==> config.mk <==
export PLATFORM = sky130hd
export DESIGN_NAME = asgo_regs
export DESIGN_NICKNAME = d
export VERILOG_FILES = /design/src/design/asgo_regs.v
export VERILOG_INCLUDE_DIRS = /design/src /design/src/design
export SDC_FILE = /design/constraint.sdc
export NUM_CORES = 1
export LEC_CHECK = 0
export BUFFER_PORTS_ARGS = -buffer_cell sky130_fd_sc_hd__buf_2
export CORE_MARGIN = 1
export CORE_UTILIZATION = 53
export DETAILED_ROUTE_END_ITERATION = 8
export PLACE_DENSITY = 0.82
export SYNTH_ARGS = -nofsm -noshare
export SYNTH_HDL_FRONTEND = slang
export SYNTH_SLANG_ARGS = --single-unit
==> constraint.sdc <==
create_clock -name aclk -period 2.82 [get_ports aclk]
set_input_delay 0.423 -clock aclk [delete_from_list [all_inputs] [get_ports aclk]]
set_output_delay 0.423 -clock aclk [all_outputs]
set_load 0.01 [all_outputs]
==> src/design/asgo_defs.vh <==
// register offsets, field positions and reset values for the front-end setup bank
`ifndef ASGO_DEFS_VH
`define ASGO_DEFS_VH

// byte offsets on the register bus
`define ASGO_OFF_LINE_MODE      8'h00
`define ASGO_OFF_SAMPLE_DETECT  8'h04
`define ASGO_OFF_SEL_DISABLE    8'h08
`define ASGO_OFF_RED_OFFSET     8'h0C
`define ASGO_OFF_GREEN_OFFSET   8'h10
`define ASGO_OFF_BLUE_OFFSET    8'h14
`define ASGO_OFF_ALL_OFFSET     8'h18
`define ASGO_OFF_RED_GAIN       8'h1C
`define ASGO_OFF_GREEN_GAIN     8'h20
`define ASGO_OFF_BLUE_GAIN      8'h24
`define ASGO_OFF_ALL_GAIN       8'h28
`define ASGO_OFF_POWER_CTRL     8'h2C
`define ASGO_OFF_STATUS         8'h30

// line mode / colour setup fields
`define ASGO_LINE_SEQ_BIT       0
`define ASGO_AUTOCYCLE_BIT      1
`define ASGO_FORCE_MUX_BIT      2
`define ASGO_CLAMP_INT_BIT      3
`define ASGO_INT_COLOUR_LSB     4
`define ASGO_FORCED_SEL_LSB     6

// sample detect fields
`define ASGO_DETECT_EN_BIT      0
`define ASGO_DELAY_LSB          1
`define ASGO_POLARITY_BIT       4

// power control register: selective power-down enable in bit 0
`define ASGO_SELECTIVE_POWERDOWN_ENABLE_BIT          0

// colour codes
`define ASGO_COLOUR_RED         2'h0
`define ASGO_COLOUR_GREEN       2'h1
`define ASGO_COLOUR_BLUE        2'h2
`define ASGO_COLOUR_RSVD        2'h3

`define ASGO_RESET_BYTE         8'h00
`define ASGO_RESET_DELAY        3'h0

// axi response codes
`define ASGO_RESP_OKAY          2'h0
`define ASGO_RESP_SLVERR        2'h2

`endif

==> src/design/asgo_regs.v <==
// setup, offset and gain register bank with sample-pulse edge detector
//
// Implementation choices: the AXI4-Lite interface to the registers and the address map.
`timescale 1ns/1ps
`default_nettype none
`include "asgo_defs.vh"

module asgo_regs (
	input  wire        aclk,
	input  wire        aresetn,
	input  wire [7:0]  s_axi_awaddr,
	input  wire        s_axi_awvalid,
	output wire        s_axi_awready,
	input  wire [31:0] s_axi_wdata,
	input  wire [3:0]  s_axi_wstrb,
	input  wire        s_axi_wvalid,
	output wire        s_axi_wready,
	output reg  [1:0]  s_axi_bresp,
	output reg         s_axi_bvalid,
	input  wire        s_axi_bready,
	input  wire [7:0]  s_axi_araddr,
	input  wire        s_axi_arvalid,
	output wire        s_axi_arready,
	output reg  [31:0] s_axi_rdata,
	output reg  [1:0]  s_axi_rresp,
	output reg         s_axi_rvalid,
	input  wire        s_axi_rready,
	input  wire        video_sample_pin,
	input  wire        clamp_or_cycle_pin,
	output reg         timing_sample_pulse,
	output reg         clamp_enable,
	output reg         colour_cycle_pulse,
	output reg         single_channel_flag,
	output reg  [1:0]  single_channel_flag_channel_select,
	output reg  [1:0]  internal_colour_select,
	output reg  [1:0]  forced_input_select,
	output reg         force_mux_enable,
	output reg  [3:0]  cell_disable,
	output reg  [23:0] offset_codes,
	output reg  [23:0] gain_codes
);

	////////////////////////////////////////////////////////////////////////
	// register map, one aligned word each, byte in bits 7:0
	//   00 line mode and colour setup
	//      bit 0   line sequential mode
	//      bit 1   autocycle pin select
	//      bit 2   force mux enable, only in line mode
	//      bit 3   internal clamp enable, only with autocycle
	//      bits 5:4 internal colour select
	//      bits 7:6 forced input select
	//   04 sample pulse detect setup
	//      bit 0   detect enable
	//      bits 3:1 delay in clock periods
	//      bit 4   edge polarity, 1 rising, 0 falling
	//      bits 7:5 read as zero
	//   08 selective disable mask
	//      bit 0   red sampling and gain stage
	//      bit 1   green sampling and gain stage
	//      bit 2   blue sampling and gain stage
	//      bit 3   converter
	//      bits 7:4 read as zero
	//   0C 10 14 red, green, blue offset codes
	//   18 broadcast offset, loads all three
	//   1C 20 24 red, green, blue gain codes
	//   28 broadcast gain, loads all three
	//   2C power control, bit 0 selective powerdown
	//   30 live status, read only
	//      bits 3:0 effective cell disables
	//      bit 4   clamp enable as driven
	//      bit 5   single channel flag
	//   anything else answers with an error
	//
	// bus timing
	//   address and data held in any order
	//   register written the edge after both held
	//   response raised at that same edge
	//   read data registered at the edge the address is taken
	//   one write and one read in flight at most
	//
	// gain codes
	//   analogue gain is 208 over (283 minus code)
	//   code zero gives the lowest gain
	//   codes leave on output ports one cycle late
	//
	// line sequential mode
	//   single_channel_flag operation and red channel forced
	//   green and blue stages powered down
	//   with autocycle the shared pin steps colours
	//   and the clamp then follows the internal bit
	//
	// sample pulse path
	//   detect off: pin level one cycle late
	//   detect on: one pulse per qualifying edge
	//   pulse arrives delay plus one cycles after
	//   the edge is first seen on the clock
	//   delay and polarity unused with detect off
	//
	// limitations
	//   only byte lane 0 of the write strobe is used
	//   reserved colour codes are driven as red
	//   broadcast reads return the last value sent
	////////////////////////////////////////////////////////////////////////
	// register storage
	reg [7:0] line_mode_colour_setup;
	reg [7:0] sample_pulse_detect_setup;
	reg [7:0] selective_disable_setup;
	reg [7:0] power_ctrl;
	reg [7:0] offset_code [0:2];
	reg [7:0] gain_code   [0:2];
	reg [7:0] all_offset_broadcast;
	reg [7:0] all_gain_broadcast;

	// write channel capture, address and data may arrive in either order
	reg        aw_held;
	reg [7:0]  aw_addr;
	reg        w_held;
	reg [31:0] w_data;
	reg [3:0]  w_strb;
	wire       do_write;
	wire [7:0] wr_byte;
	wire       wr_lane0;

	assign s_axi_awready = !aw_held && !s_axi_bvalid;
	assign s_axi_wready  = !w_held && !s_axi_bvalid;
	assign s_axi_arready = !s_axi_rvalid;
	assign do_write      = aw_held && w_held && !s_axi_bvalid;
	assign wr_byte       = w_data[7:0];
	// all fields are eight bits wide, so only lane 0 matters
	assign wr_lane0      = w_strb[0];

	// address decode for the write side
	reg wr_known;
	always @* begin
		case (aw_addr)
			`ASGO_OFF_LINE_MODE, `ASGO_OFF_SAMPLE_DETECT, `ASGO_OFF_SEL_DISABLE,
			`ASGO_OFF_RED_OFFSET, `ASGO_OFF_GREEN_OFFSET, `ASGO_OFF_BLUE_OFFSET,
			`ASGO_OFF_ALL_OFFSET, `ASGO_OFF_RED_GAIN, `ASGO_OFF_GREEN_GAIN,
			`ASGO_OFF_BLUE_GAIN, `ASGO_OFF_ALL_GAIN, `ASGO_OFF_POWER_CTRL,
			`ASGO_OFF_STATUS: wr_known = 1'b1;
			default: wr_known = 1'b0;
		endcase
	end

	// write handshake and response
	always @(posedge aclk) begin
		if (!aresetn) begin
			aw_held      <= 1'b0;
			aw_addr      <= 8'h00;
			w_held       <= 1'b0;
			w_data       <= 32'h00000000;
			w_strb       <= 4'h0;
			s_axi_bvalid <= 1'b0;
			s_axi_bresp  <= `ASGO_RESP_OKAY;
		end else begin
			if (s_axi_awvalid && s_axi_awready) begin
				aw_held <= 1'b1;
				aw_addr <= {s_axi_awaddr[7:2], 2'b00};
			end
			if (s_axi_wvalid && s_axi_wready) begin
				w_held <= 1'b1;
				w_data <= s_axi_wdata;
				w_strb <= s_axi_wstrb;
			end
			if (do_write) begin
				aw_held      <= 1'b0;
				w_held       <= 1'b0;
				s_axi_bvalid <= 1'b1;
				s_axi_bresp  <= wr_known ? `ASGO_RESP_OKAY : `ASGO_RESP_SLVERR;
			end else if (s_axi_bvalid && s_axi_bready) begin
				s_axi_bvalid <= 1'b0;
			end
		end
	end

	////////////////////////////////////////////////////////////////////////
	// setup registers
	always @(posedge aclk) begin
		if (!aresetn) begin
			line_mode_colour_setup    <= `ASGO_RESET_BYTE;
			sample_pulse_detect_setup <= `ASGO_RESET_BYTE;
			selective_disable_setup   <= `ASGO_RESET_BYTE;
			power_ctrl                <= `ASGO_RESET_BYTE;
		end else if (do_write && wr_lane0) begin
			case (aw_addr)
				`ASGO_OFF_LINE_MODE:     line_mode_colour_setup    <= wr_byte;
				`ASGO_OFF_SAMPLE_DETECT: sample_pulse_detect_setup <= {3'b000, wr_byte[4:0]};
				`ASGO_OFF_SEL_DISABLE:   selective_disable_setup   <= {4'h0, wr_byte[3:0]};
				`ASGO_OFF_POWER_CTRL:    power_ctrl                <= {7'h00, wr_byte[0]};
				default: ;
			endcase
		end
	end

	// per-channel offset and gain; a broadcast hits all three at one edge
	genvar ch;
	generate
		for (ch = 0; ch < 3; ch = ch + 1) begin : g_chan
			always @(posedge aclk) begin
				if (!aresetn) begin
					offset_code[ch] <= `ASGO_RESET_BYTE;
					gain_code[ch]   <= `ASGO_RESET_BYTE;
				end else if (do_write && wr_lane0) begin
					if (aw_addr == `ASGO_OFF_ALL_OFFSET ||
					    aw_addr == `ASGO_OFF_RED_OFFSET + 8'h04 * ch)
						offset_code[ch] <= wr_byte;
					if (aw_addr == `ASGO_OFF_ALL_GAIN ||
					    aw_addr == `ASGO_OFF_RED_GAIN + 8'h04 * ch)
						gain_code[ch] <= wr_byte;
				end
			end
			// gain = 208/(283-code) is set in the analogue stage from this code
			always @(posedge aclk) begin
				if (!aresetn) begin
					offset_codes[8*ch+7 -: 8] <= `ASGO_RESET_BYTE;
					gain_codes[8*ch+7 -: 8]   <= `ASGO_RESET_BYTE;
				end else begin
					offset_codes[8*ch+7 -: 8] <= offset_code[ch];
					gain_codes[8*ch+7 -: 8]   <= gain_code[ch];
				end
			end
		end
	endgenerate

	// broadcast locations read back the last value written there
	always @(posedge aclk) begin
		if (!aresetn) begin
			all_offset_broadcast <= `ASGO_RESET_BYTE;
			all_gain_broadcast   <= `ASGO_RESET_BYTE;
		end else if (do_write && wr_lane0) begin
			if (aw_addr == `ASGO_OFF_ALL_OFFSET)
				all_offset_broadcast <= wr_byte;
			if (aw_addr == `ASGO_OFF_ALL_GAIN)
				all_gain_broadcast <= wr_byte;
		end
	end

	////////////////////////////////////////////////////////////////////////
	// field views
	wire       line_sequential_mode       = line_mode_colour_setup[`ASGO_LINE_SEQ_BIT];
	wire       autocycle_pin_select       = line_mode_colour_setup[`ASGO_AUTOCYCLE_BIT];
	wire       force_mux_bit              = line_mode_colour_setup[`ASGO_FORCE_MUX_BIT];
	wire       internal_clamp_enable      = line_mode_colour_setup[`ASGO_CLAMP_INT_BIT];
	wire [1:0] int_colour_field           = line_mode_colour_setup[`ASGO_INT_COLOUR_LSB +: 2];
	wire [1:0] forced_field               = line_mode_colour_setup[`ASGO_FORCED_SEL_LSB +: 2];
	wire       sample_pulse_detect_enable = sample_pulse_detect_setup[`ASGO_DETECT_EN_BIT];
	wire [2:0] sample_pulse_delay         = sample_pulse_detect_setup[`ASGO_DELAY_LSB +: 3];
	wire       sample_edge_polarity       = sample_pulse_detect_setup[`ASGO_POLARITY_BIT];
	wire       selective_powerdown_enable = power_ctrl[`ASGO_SELECTIVE_POWERDOWN_ENABLE_BIT];
	wire [3:0] selective_disable_mask     = selective_disable_setup[3:0];
	wire       auto_mode                  = line_sequential_mode && autocycle_pin_select;

	// colour, clamp and power controls; reserved code 11 is held at red
	// so an illegal write cannot route a nonexistent channel
	always @(posedge aclk) begin
		if (!aresetn) begin
			clamp_enable           <= 1'b0;
			colour_cycle_pulse     <= 1'b0;
			single_channel_flag    <= 1'b0;
			single_channel_flag_channel_select    <= `ASGO_COLOUR_RED;
			internal_colour_select <= `ASGO_COLOUR_RED;
			forced_input_select    <= `ASGO_COLOUR_RED;
			force_mux_enable       <= 1'b0;
			cell_disable           <= 4'h0;
		end else begin
			// pin clamps unless autocycle owns it
			clamp_enable <= auto_mode ? internal_clamp_enable : clamp_or_cycle_pin;
			colour_cycle_pulse <= auto_mode && clamp_or_cycle_pin;
			single_channel_flag <= line_sequential_mode;
			single_channel_flag_channel_select <= `ASGO_COLOUR_RED;
			internal_colour_select <= (int_colour_field == `ASGO_COLOUR_RSVD) ?
				`ASGO_COLOUR_RED : int_colour_field;
			forced_input_select <= (forced_field == `ASGO_COLOUR_RSVD) ?
				`ASGO_COLOUR_RED : forced_field;
			force_mux_enable <= line_sequential_mode && force_mux_bit;
			// bit0 red, bit1 green, bit2 blue, bit3 converter
			cell_disable <= (selective_powerdown_enable ? selective_disable_mask : 4'h0) |
				{1'b0, line_sequential_mode, line_sequential_mode, 1'b0};
		end
	end

	////////////////////////////////////////////////////////////////////////
	// sample-pulse edge detector with delay line
	reg       pin_last;
	reg [7:0] delay_line;
	wire      edge_seen;

	assign edge_seen = sample_edge_polarity ? (video_sample_pin && !pin_last) :
		(!video_sample_pin && pin_last);

	// delay_line[k] is the edge seen k+1 cycles ago
	always @(posedge aclk) begin
		if (!aresetn) begin
			pin_last   <= 1'b0;
			delay_line <= 8'h00;
		end else begin
			pin_last   <= video_sample_pin;
			delay_line <= {delay_line[6:0], edge_seen};
		end
	end

	// zero delay issues one cycle after the edge, shared latency with bypass
	wire delayed_pulse = (sample_pulse_delay == `ASGO_RESET_DELAY) ? edge_seen :
		delay_line[sample_pulse_delay - 3'd1];

	always @(posedge aclk) begin
		if (!aresetn)
			timing_sample_pulse <= 1'b0;
		else if (sample_pulse_detect_enable)
			timing_sample_pulse <= delayed_pulse;
		else
			timing_sample_pulse <= video_sample_pin;
	end

	////////////////////////////////////////////////////////////////////////
	// read side
	reg [7:0] rd_byte;
	reg       rd_known;
	always @* begin
		rd_known = 1'b1;
		case ({s_axi_araddr[7:2], 2'b00})
			`ASGO_OFF_LINE_MODE:     rd_byte = line_mode_colour_setup;
			`ASGO_OFF_SAMPLE_DETECT: rd_byte = sample_pulse_detect_setup;
			`ASGO_OFF_SEL_DISABLE:   rd_byte = selective_disable_setup;
			`ASGO_OFF_RED_OFFSET:    rd_byte = offset_code[0];
			`ASGO_OFF_GREEN_OFFSET:  rd_byte = offset_code[1];
			`ASGO_OFF_BLUE_OFFSET:   rd_byte = offset_code[2];
			`ASGO_OFF_ALL_OFFSET:    rd_byte = all_offset_broadcast;
			`ASGO_OFF_RED_GAIN:      rd_byte = gain_code[0];
			`ASGO_OFF_GREEN_GAIN:    rd_byte = gain_code[1];
			`ASGO_OFF_BLUE_GAIN:     rd_byte = gain_code[2];
			`ASGO_OFF_ALL_GAIN:      rd_byte = all_gain_broadcast;
			`ASGO_OFF_POWER_CTRL:    rd_byte = power_ctrl;
			// live state: effective cell disables, clamp and single_channel_flag
			`ASGO_OFF_STATUS:        rd_byte = {2'b00, single_channel_flag, clamp_enable, cell_disable};
			default: begin
				rd_byte  = 8'h00;
				rd_known = 1'b0;
			end
		endcase
	end

	always @(posedge aclk) begin
		if (!aresetn) begin
			s_axi_rvalid <= 1'b0;
			s_axi_rdata  <= 32'h00000000;
			s_axi_rresp  <= `ASGO_RESP_OKAY;
		end else if (s_axi_arvalid && s_axi_arready) begin
			s_axi_rvalid <= 1'b1;
			s_axi_rdata  <= {24'h000000, rd_byte};
			s_axi_rresp  <= rd_known ? `ASGO_RESP_OKAY : `ASGO_RESP_SLVERR;
		end else if (s_axi_rvalid && s_axi_rready) begin
			s_axi_rvalid <= 1'b0;
		end
	end

endmodule
`default_nettype wire

After elaboration in Yosys (flattened, before gate mapping)

Memories as Yosys holds them, arrays and structs flattened. A register that Yosys moved wholly into a read port is not among the register bits.
Index checks and enable logic that the tools add are counted.

Add/subtract/negate cells: 1
$lt $le $gt $ge: 1
Equality and inequality tests: 25
Multiplexer cells: 49
Bitwise gates (word level): 8
Reductions and logical operators: 43

Operators by type and width:

| operator           | number |
|---|---|
| $pmux 8 s13        | 1 |
| $eq 6x4->1 const B | 9 |
| $eq 6x3->1 const B | 8 |
| $mux 8             | 6 |
| $mux 1             | 36 |
| $eq 6x2->1 const B | 4 |
| $logic_and 1x1->1  | 15 |
| $reduce_or 13->1   | 1 |
| $eq 6x1->1 const B | 2 |
| $mux 6             | 2 |
| $reduce_and 2->1   | 6 |
| $logic_not 8->1    | 1 |
| $logic_not 1->1    | 6 |
| $logic_not 6->1    | 1 |
| $logic_or 1x1->1   | 6 |
| $or 1x1->1         | 6 |
| $reduce_or 2->1    | 3 |
| $eq 2x2->1 const B | 2 |
| $lt 3x4->1 const B | 1 |
| $mux 2             | 2 |
| $mux 4             | 1 |
| $or 4x3->4         | 1 |
| $reduce_bool 2->1  | 2 |
| $bmux 1 s3         | 1 |
| other kinds (4)    | 4 |

Register bits: 135
Bits in writable memories: 48
Memory bits (read-only): 64
Input bits: 61
Output and inout bits: 104
Word-level logic and storage cells: 162
Memories: 3

Memories:

| memory          | depth | bits a word | rd ports | clocked after memory_dff | wr ports | line            | RTL |
|---|---|---|---|---|---|---|---|
| (no name shown) | 64    | 1           | 1        | 1                        | 0        | asgo_regs.v:135 | `case (aw_addr)` |
| gain_code       | 3     | 8           | 3        | 0                        | 3        | asgo_regs.v:110 | `reg [7:0] gain_code [0:2];` |
| offset_code     | 3     | 8           | 3        | 0                        | 3        | asgo_regs.v:109 | `reg [7:0] offset_code [0:2];` |

Logic depth before layout (Yosys ltp)

Gate-level depths: netlist of run 1.

Word-level depth: 7
Depth in mapped cells: 7
Mapped depth without buffers: 6

Least setup slack after synthesis of run 1

Ideal clock, no wire load.

Kind: flip-flop to flip-flop
Start: reg s_axi_bvalid
End: mem offset_code[0][0] (enable)
Data arrival time: 1.965 ns
Slack: 0.451 ns
Cell stages (with the launch flop): 5
Path buffers: 1
Path through: dfxtp_1 > and3b_1 > buf_2 > nand3_1 > o311ai_0

RTL lines:

| what                     | line            | RTL |
|---|---|---|
| start: declaration       | asgo_regs.v:19  | `output reg s_axi_bvalid,` |
| start signal: assignment | asgo_regs.v:153 | `s_axi_bvalid <= 1'b0;` |
| start signal: assignment | asgo_regs.v:168 | `s_axi_bvalid <= 1'b1;` |
| start signal: assignment | asgo_regs.v:171 | `s_axi_bvalid <= 1'b0;` |
| end: declaration         | asgo_regs.v:109 |  |

Worst setup path after layout of run 1

Start: reg sample_pulse_detect_setup[1]
End: reg timing_sample_pulse

Cells in the longest elaborated chain, start to end: 5
Elaborated cells between the ends (all ways): 6

Ends and longest elaborated chain:

| what                         | line            | RTL |
|---|---|---|
| start: declaration           | asgo_regs.v:106 | `reg [7:0] sample_pulse_detect_setup;` |
| start signal: assignment     | asgo_regs.v:181 | `` sample_pulse_detect_setup <= `ASGO_RESET_BYTE; `` |
| start signal: assignment     | asgo_regs.v:187 | `` `ASGO_OFF_SAMPLE_DETECT: sample_pulse_detect_setup <= {3'b000, wr_byte[4:0]}; `` |
| $sub 3x1->3                  | asgo_regs.v:304 | `delay_line[sample_pulse_delay - 3'd1];` |
| $bmux 1 s3                   | asgo_regs.v:304 |  |
| $mux 1 (not written as such) | asgo_regs.v:304 |  |
| $mux 1 *                     | asgo_regs.v:303 | `` wire delayed_pulse = (sample_pulse_delay == `ASGO_RESET_DELAY) ? edge_seen : `` |
| $mux 1 *                     | asgo_regs.v:309 | `else if (sample_pulse_detect_enable)` |
| end signal: assignment       | asgo_regs.v:310 | `timing_sample_pulse <= delayed_pulse;` |
| end signal: assignment       | asgo_regs.v:312 | `timing_sample_pulse <= video_sample_pin;` |
| end: declaration             | asgo_regs.v:30  | `output reg timing_sample_pulse,` |

Every way passes the cells marked *; elsewhere a longest branch is shown, timed or not. The select of a mux whose other input is x is not followed.
A chain may end at the register's enable or synchronous reset.

==> impl_metrics.toml, run 1 <==
[outcome]
status = "completed"

[pwr]
clkPwrFrac = 0.437
power.leakage_nw = 3.74
p_int_mw = 4.26
p_per_area_nw_per_um2 = 650
seqPwrFrac = 0.505
sw_frac_of_total = 0.240
finalPower_mw = 5.61
p_sw_mw = 1.35
peakVddDrop_mv = 0.368
pwr-share-comb = 0.059

[final_layout]
final_common_cell = "dfxtp_1"
layout_common_cells = "dfxtp_1, and2_1, buf_2, nor2_1, mux2i_1"
antenna_cells = 0
fin_nets = 830
area_delta_synth_final_pct = 15.8
seq_area_um2 = 4120
fill_cells = 1021
drive_gt1_frac = 0.228
multi_input_area_um2 = 3000

[die]
die_h_um = 121
ioPinCount = 165
fp.coreArea_um2 = 13500
rows = 42
die_x_um = 121
dieArea_um2 = 14500
start_util = 0.554

[sta]
fin_setup_tns_ns = 0
rsz0062_at_grt = "no"
drv_slew = 0
max_freq_mhz = 409
hold_viol = 0
post-route-period-util = 0.867
setup_viol = 0
relSlewSlack = 0.316
finalCriticalPeriod_ns = 2.45
clock_skew_ns = 0.00868
tightest_slew_ns = 1.02

[synth]
synth_xor_area_frac = 0.00235
synth_flop_cell = "dfxtp_1"
yosysWarnings = 0
synth_fa_ha_area_frac = 0.00336
syn_area_per_cell_um2 = 11.1
synth_area_um2 = 7450
synth_top_family_by_area = "simple AND/OR/NAND/NOR gates"
seq_area_frac_synth = 0.553
synth_edf_count = 48
synth-simple-area-share = 0.203
async_flop_share = 0
synth_mux_area_frac = 0.0976
ys_ff_latch = 182
syn_inst = 671
synth_compound_area_frac = 0.0830
synthDistinctLibCells = 63

[clock_tree]
cts.sinks = 182
clk_latency_ns = 0.43
clockBufferDepth = 2
clkTransAtPathRegs_ns = 0.07
cts-root-buf = "clkbuf_16"
cts_tree = "done"
cts_max_level = 4
cts_buffers = 17
cts_hold_buffers = 0
post_cts_buffers = 0
cts_resized = 0

[global_route]
grt_pass1_vias = 5148
grt_antenna_before_repair = 0
grt.total_usage = 0.255
grt_pass1_wl_um = 27700
grt_max_degree = 55
grt_overflow_total = 0

[detailed_routing]
initialDrtViolationCount = 511
wl_um = 17800
avgRoutedWirePerCell_um = 18.6
ant_nets = 0
first_pass_iters = 5
dr_total_vias = 5384
viasPerCell = 5.63
drc = 0

[critical_path]
r2r_setup_slack_ns = 0.37
cp_max_fo = 7
startpoint_type = "register"
worstPathArrival_ns = 2.77
worstSetupPathType = "register to register"
worst-r2r-cell-count = 6
crit_required_ns = 3.14
worstSetupEndpointType = "register"

[place]
routabilityCongestion = 0.832
dp_hpwl_um = 12200
port_buffers = 105

[run]
maxCapViolations = 0

[hold_path]
hold_path_depth = 3
min_path_type = "input port to register"
-- worst max-delay path, stage by stage (launching register included) --
cell and delay, ns:
dfxtp_1 0.48, inv_1 0.15, ha_1 0.46, mux4_2 0.55
o221ai_2 0.19, o41ai_1 0.10, a2111o_1 0.40
-- per-stage QoR --
step / utilization / hold WS [ns] / cells / instance area (µm²) / worst slack, ns
finish: 0.642 / 0.223 / 956 / 8630 / 0.374
global placement: 0.596 / 0.408 / 924 / 8020 / 0.481
floorplan: - / 0.401 / 698 / 7550 / 0.451
detailed placement: 0.596 / 0.427 / 924 / 8020 / 0.385
global route: 0.642 / 0.236 / 956 / 8630 / 0.257
CTS: 0.642 / 0.215 / 956 / 8630 / 0.384
-- kinds of logic after synthesis --
| group | count (synthesis) |
|---|---|
| AND/OR/NAND/NOR | 259 |
| flip-flops | 182 |
| AO/OA/AOI/OAI | 86 |
| buffers and inverters | 78 |
| multiplexers | 61 |
| adder cells (fa/ha/maj) | 2 |
| XOR/XNOR | 2 |
| other | 1 |
-- metal layers --
metal,GRT usage,wire length [µm]
met1,0.305,6970
met2,0.435,8920
met3,0.0443,1180
met4,0.142,689
met5,0,0
-- state kept, by name (all words and copies together) (netlist names), 2 cells and up, named ones only --
name                       cells
gain_code                     24
offset_codes                  24
internal_colour_select         2
w_data                         8
line_mode_colour_setup         8
delay_line                     8
aw_addr                        6
cell_disable                   4
sample_pulse_detect_setup      5
gain_codes                    24
all_gain_broadcast             8
offset_code                   24
forced_input_select            2
selective_disable_setup        4
all_offset_broadcast           8
s_axi_rdata                    8
-- layout make-up --
| cell class | instances | area share |
|---|---|---|
| Clock buffer | 19 | 0.0525 |
| Clock inverter | 13 | 0.0186 |
| Inverter | 7 | 0.00304 |
| Multi-Input combinational cell | 438 | 0.348 |
| Sequential cell | 182 | 0.478 |
| Tap cell | 176 | 0.0255 |
| Timing Repair Buffer | 121 | 0.0748 |
-- final timing paths --
| check | start | end |
|---|---|---|
| hold reg to reg | register | s_axi_bresp[1] |
| hold / removal | s_axi_awaddr[6] | aw_addr[6] |
| setup reg to reg | sample_pulse_detect_setup[1] | timing_sample_pulse |
| setup / recovery | sample_pulse_detect_setup[1] | timing_sample_pulse |
-- power by group through the flow --
stage	clock network (mW)	registers (mW)	logic [mW]
2_1_floorplan	0	2.85	0.250
6_report	2.45	2.83	0.330
4_1_cts	2.45	2.83	0.330
3_5_place_dp	0	2.89	0.328
5_1_grt	2.57	2.83	0.360
3_3_place_gp	0	2.88	0.320
-- cell usage after synthesis, drive strengths merged (8+ instances only) --
master,number,area [µm²]
dfxtp,134,2680
a22o,8,70.1
buf,45,303
nand2,31,116
nor2,56,210
clkbuf,26,97.6
mux4,9,203
nor3b,8,76.3
mux2i,49,490
o21ai,10,50.1
edfxtp,48,1440
a21oi,25,125
and2,115,719
(Power assumes the default switching activity.)
==> inputs of run 2 (changes only) <==
- PLACE_DENSITY: 0.82 -> not set
- PLACE_DENSITY_LB_ADDON: not set -> 0.25
==> run 2 against run 1 <==
- total power is 2.1% lower
- via count is 1.7% lower
- clock power down 5%
- sequential power about the same
- cell count up 0.21%
- non-clock buffer count is 2 higher
- setup slack worse by 0.095 ns
- utilization stayed put
- fmax fell by 3.7%
==> impl_metrics.toml, run 2 (synthesis gave the netlist of run 1 again) <==
[outcome]
status = "completed"

[place]
dp_hpwl_um = 12400
routabilityCongestion = 0.952
port_buffers = 105
pre_cts_ws_ns = 0.310
place_inst = 926

[clock_tree]
cts.sinks = 182
cts_hold_buffers = 0
cts_tree = "done"
clockBufferDepth = 2
cts_buffers = 17
clkTransAtPathRegs_ns = 0.07
cts-root-buf = "clkbuf_16"
cts_max_level = 4
post_cts_buffers = 0
clk_latency_ns = 0.44
cts_resized = 0

[run]
maxCapViolations = 0

[final_layout]
drive_gt1_frac = 0.228
area_delta_synth_final_pct = 15.8
fill_cells = 1098
fin_cells = 958
antenna_cells = 0
fin_nets = 832
seq_area_um2 = 4120
multi_input_area_um2 = 3000
final_common_cell = "dfxtp_1"
layout_common_cells = "dfxtp_1, and2_1, buf_2, nor2_1, mux2i_1"

[die]
rows = 42
die_x_um = 121
fp.coreArea_um2 = 13500
ioPinCount = 165
die_h_um = 121
dieArea_um2 = 14500
start_util = 0.554

[pwr]
clkPwrFrac = 0.424
p_int_mw = 4.22
pwr-share-comb = 0.061
p_sw_mw = 1.26
power.leakage_nw = 3.74
peakVddDrop_mv = 0.368
p_per_area_nw_per_um2 = 636
sw_frac_of_total = 0.230
seqPwrFrac = 0.516

[detailed_routing]
ant_nets = 0
viasPerCell = 5.53
drc = 0
dr_total_vias = 5294
initialDrtViolationCount = 340
avgRoutedWirePerCell_um = 18.2
wl_um = 17500
first_pass_iters = 5

[critical_path]
crit_chain = "inv_1 > ha_1 > mux4_2 > o221ai_2 > o41ai_1 > a2111o_1"
worstSetupEndpointType = "register"
crit_required_ns = 3.14
startpoint_type = "register"
worstPathArrival_ns = 2.86
r2r_setup_slack_ns = 0.28
max_stage_delay_ns = 0.55
crit_slowest_cell = "mux4_2"
cp_max_fo = 7
worstSetupPathType = "register to register"

[sta]
tightest_slew_ns = 0.747
finalCriticalPeriod_ns = 2.54
drv_slew = 0
clock_skew_ns = 0.0127
setup_slack_ns = 0.279
setup_viol = 0
fin_setup_tns_ns = 0
relSlewSlack = 0.498
post-route-period-util = 0.901
rsz0062_at_grt = "no"
hold_viol = 0
max_freq_mhz = 394

[global_route]
grt_overflow_total = 0
grt_max_degree = 48
grt_pass1_vias = 4920
grt.total_usage = 0.255
grt_pass1_wl_um = 27000
grt_antenna_before_repair = 0

[hold_path]
min_path_type = "input port to register"
run 2: changes by cell type in the layout (fill, tap and decap cells not counted), sizes merged:
cell,change
clkbuf,+4
inv,-4
buf,+2
bufinv,-1
clkinvlp,+1
run 2: power groups by stage:
stage / Clock (mW) / Combinational [mW] / Sequential (mW)
after global routing: 2.47 / 0.365 / 2.84
after CTS: 2.35 / 0.333 / 2.83
after global placement: 0 / 0.325 / 2.88
after floorplan: 0 / 0.250 / 2.85
after detailed placement: 0 / 0.332 / 2.88
final: 2.33 / 0.332 / 2.83
run 2: per-stage QoR:
stage / instance area, µm² / power (mW) / utilization / hold slack (ns)
finish: 8630 / 5.49 / 0.642 / 0.215
CTS: 8630 / 5.51 / 0.642 / 0.209
global route: 8630 / 5.67 / 0.642 / 0.220
floorplan: 7550 / 3.10 / - / 0.401
detailed placement: 8050 / 3.22 / 0.598 / 0.426
global placement: 8050 / 3.21 / 0.598 / 0.414
run 2: path summary, 6_finish.rpt:
kind / start / end / depth (start not counted)
worst max-delay path: sample_pulse_detect_setup[1] / timing_sample_pulse / 6
worst min-delay path: s_axi_wdata[4] / w_data[4] / 3
worst max register to register: sample_pulse_detect_setup[1] / timing_sample_pulse / 6
worst min register to register: register / s_axi_bresp[1] / 1
run 2: metal layers:
metal  up-vias  global-route usage  part of all wire
met5         -                   0                 0
met4         0               0.122             0.030
met3        30              0.0561             0.076
met2       230               0.405              0.47
met1      2542               0.330              0.43
li1       2492                   -                 -
run 2: critical path: cells and delay by family (launching register included):
kind | cells | cell delay, ns
compound gates | 3 | 0.75
mux | 1 | 0.55
flops | 1 | 0.50
fa+ha+maj | 1 | 0.46
buf+inv | 1 | 0.17
run 2: final cells by class:
class                      instances  area share
multi-input combinational        438       0.348
clock inverter                     9      0.0100
clock buffer                      23      0.0578
tap                              176      0.0255
sequential                       182       0.478
inverter                           7     0.00304
timing repair buffer             123      0.0780
==> inputs of run 3 (changes only) <==
- CELL_PAD_IN_SITES_DETAIL_PLACEMENT: not set -> 0
- CELL_PAD_IN_SITES_GLOBAL_PLACEMENT: not set -> 1
- CORE_UTILIZATION: 53 -> 42
==> run 3 against run 2 <==
- routed wire length grew 4.2%
- largest cell class unchanged
- fmax grew 2.5%
- non-clock buffer count grew 4
- via count shrank 2.4%
- global-route usage shrank 4.7 points
- clock skew shrank 0.0046 ns
- register-to-register slack gained 0.06 ns
- critical path depth is the same
- design area grew 0.96%
- flip-flop and latch count is the same
- sequential power is essentially flat
==> impl_metrics.toml, run 3 (synthesis gave the netlist of run 1 again) <==
[outcome]
status = "completed"

[hold_path]
min_path_type = "input port to register"

[sta]
rsz0062_at_grt = "no"
post-route-period-util = 0.879
tightest_slew_ns = 0.747
finalCriticalPeriod_ns = 2.48
relSlewSlack = 0.494
setup_slack_ns = 0.340
clock_skew_ns = 0.00815
fin_setup_tns_ns = 0
setup_viol = 0
drv_slew = 0
hold_ws_ns = 0.227
max_freq_mhz = 403
hold_viol = 0

[clock_tree]
cts_hold_buffers = 0
post_cts_buffers = 0
clk_latency_ns = 0.43
cts_max_level = 4
clockBufferDepth = 2
cts-root-buf = "clkbuf_16"
cts.sinks = 182
cts_buffers = 17
clkTransAtPathRegs_ns = 0.06
cts_resized = 0
cts_tree = "done"

[detailed_routing]
dr_total_vias = 5166
first_pass_iters = 5
viasPerCell = 5.11
wl_um = 18200
avgRoutedWirePerCell_um = 18.0
initialDrtViolationCount = 353
drc = 0
ant_nets = 0

[die]
dieArea_um2 = 18300
ioPinCount = 165
fp.coreArea_um2 = 17300
rows = 48
die_x_um = 135
die_h_um = 135
start_util = 0.431

[final_layout]
drive_gt1_frac = 0.228
seq_area_um2 = 4120
final_util = 0.504
antenna_cells = 0
final_area_um2 = 8710
fin_cells = 1011
layout_common_cells = "dfxtp_1, and2_1, buf_2, nor2_1, mux2i_1"
fill_cells = 1594
area_delta_synth_final_pct = 16.9
multi_input_area_um2 = 3000
final_common_cell = "dfxtp_1"
fin_nets = 836

[critical_path]
worstPathArrival_ns = 2.80
cp_max_fo = 7
startpoint_type = "register"
worstSetupEndpointType = "register"
worstSetupPathType = "register to register"
crit_required_ns = 3.14

[pwr]
p_per_area_nw_per_um2 = 636
power.leakage_nw = 3.75
peakVddDrop_mv = 0.454
finalPower_mw = 5.54

[run]
maxCapViolations = 0

[global_route]
grt_pass1_vias = 4951
grt_overflow_total = 0
grt_busiest_layer = "met2"
grtUsageMet3 = 0.0468
grt_antenna_before_repair = 0
grt_max_degree = 49
grt_pass1_wl_um = 27900
grt_util_met1 = 0.292
grt.total_usage = 0.208
grt_use_met2 = 0.305

[place]
pre_cts_ws_ns = 0.342
routabilityCongestion = 0.862
place_inst = 979
port_buffers = 105
placed_cell_area_um2 = 8120
dp_hpwl_um = 12700
-- run 3: critical path: stages, from the launching register on --
cell      delay [ns]
dfxtp_1         0.49
inv_1           0.16
ha_1            0.46
mux4_2          0.56
o221ai_2        0.19
o41ai_1         0.10
a2111o_1        0.40
-- run 3: final timing paths --
path                                 from             endpoint  slack (ns)  cells after the start
min                       s_axi_awaddr[7]           aw_addr[7]        0.23                      3
max          sample_pulse_detect_setup[1]  timing_sample_pulse        0.34                      6
max reg2reg  sample_pulse_detect_setup[1]  timing_sample_pulse        0.34                      6
min reg2reg                      register       s_axi_bresp[1]        0.42                      1
-- run 3: layout make-up --
| cell class | instances | area share |
|---|---|---|
| clock inverter | 7 | 0.0106 |
| clock buffer | 25 | 0.0570 |
| tap | 225 | 0.0323 |
| inverter | 7 | 0.00302 |
| multi-input combinational | 438 | 0.344 |
| sequential | 182 | 0.473 |
| timing repair buffer | 127 | 0.0793 |
-- run 3: where the power goes --
part	internal, mW	switching [mW]
Combinational	0.128	0.207
Clock	1.41	0.969
Sequential	2.75	0.0794
Total	4.28	1.26
-- run 3: layer usage --
metal	wire, µm	up-vias	part of all wire
met5	0	-	0
met4	422	0	0.023
met3	1070	24	0.059
met2	7930	188	0.44
met1	8760	2463	0.48
li1	-	2491	-
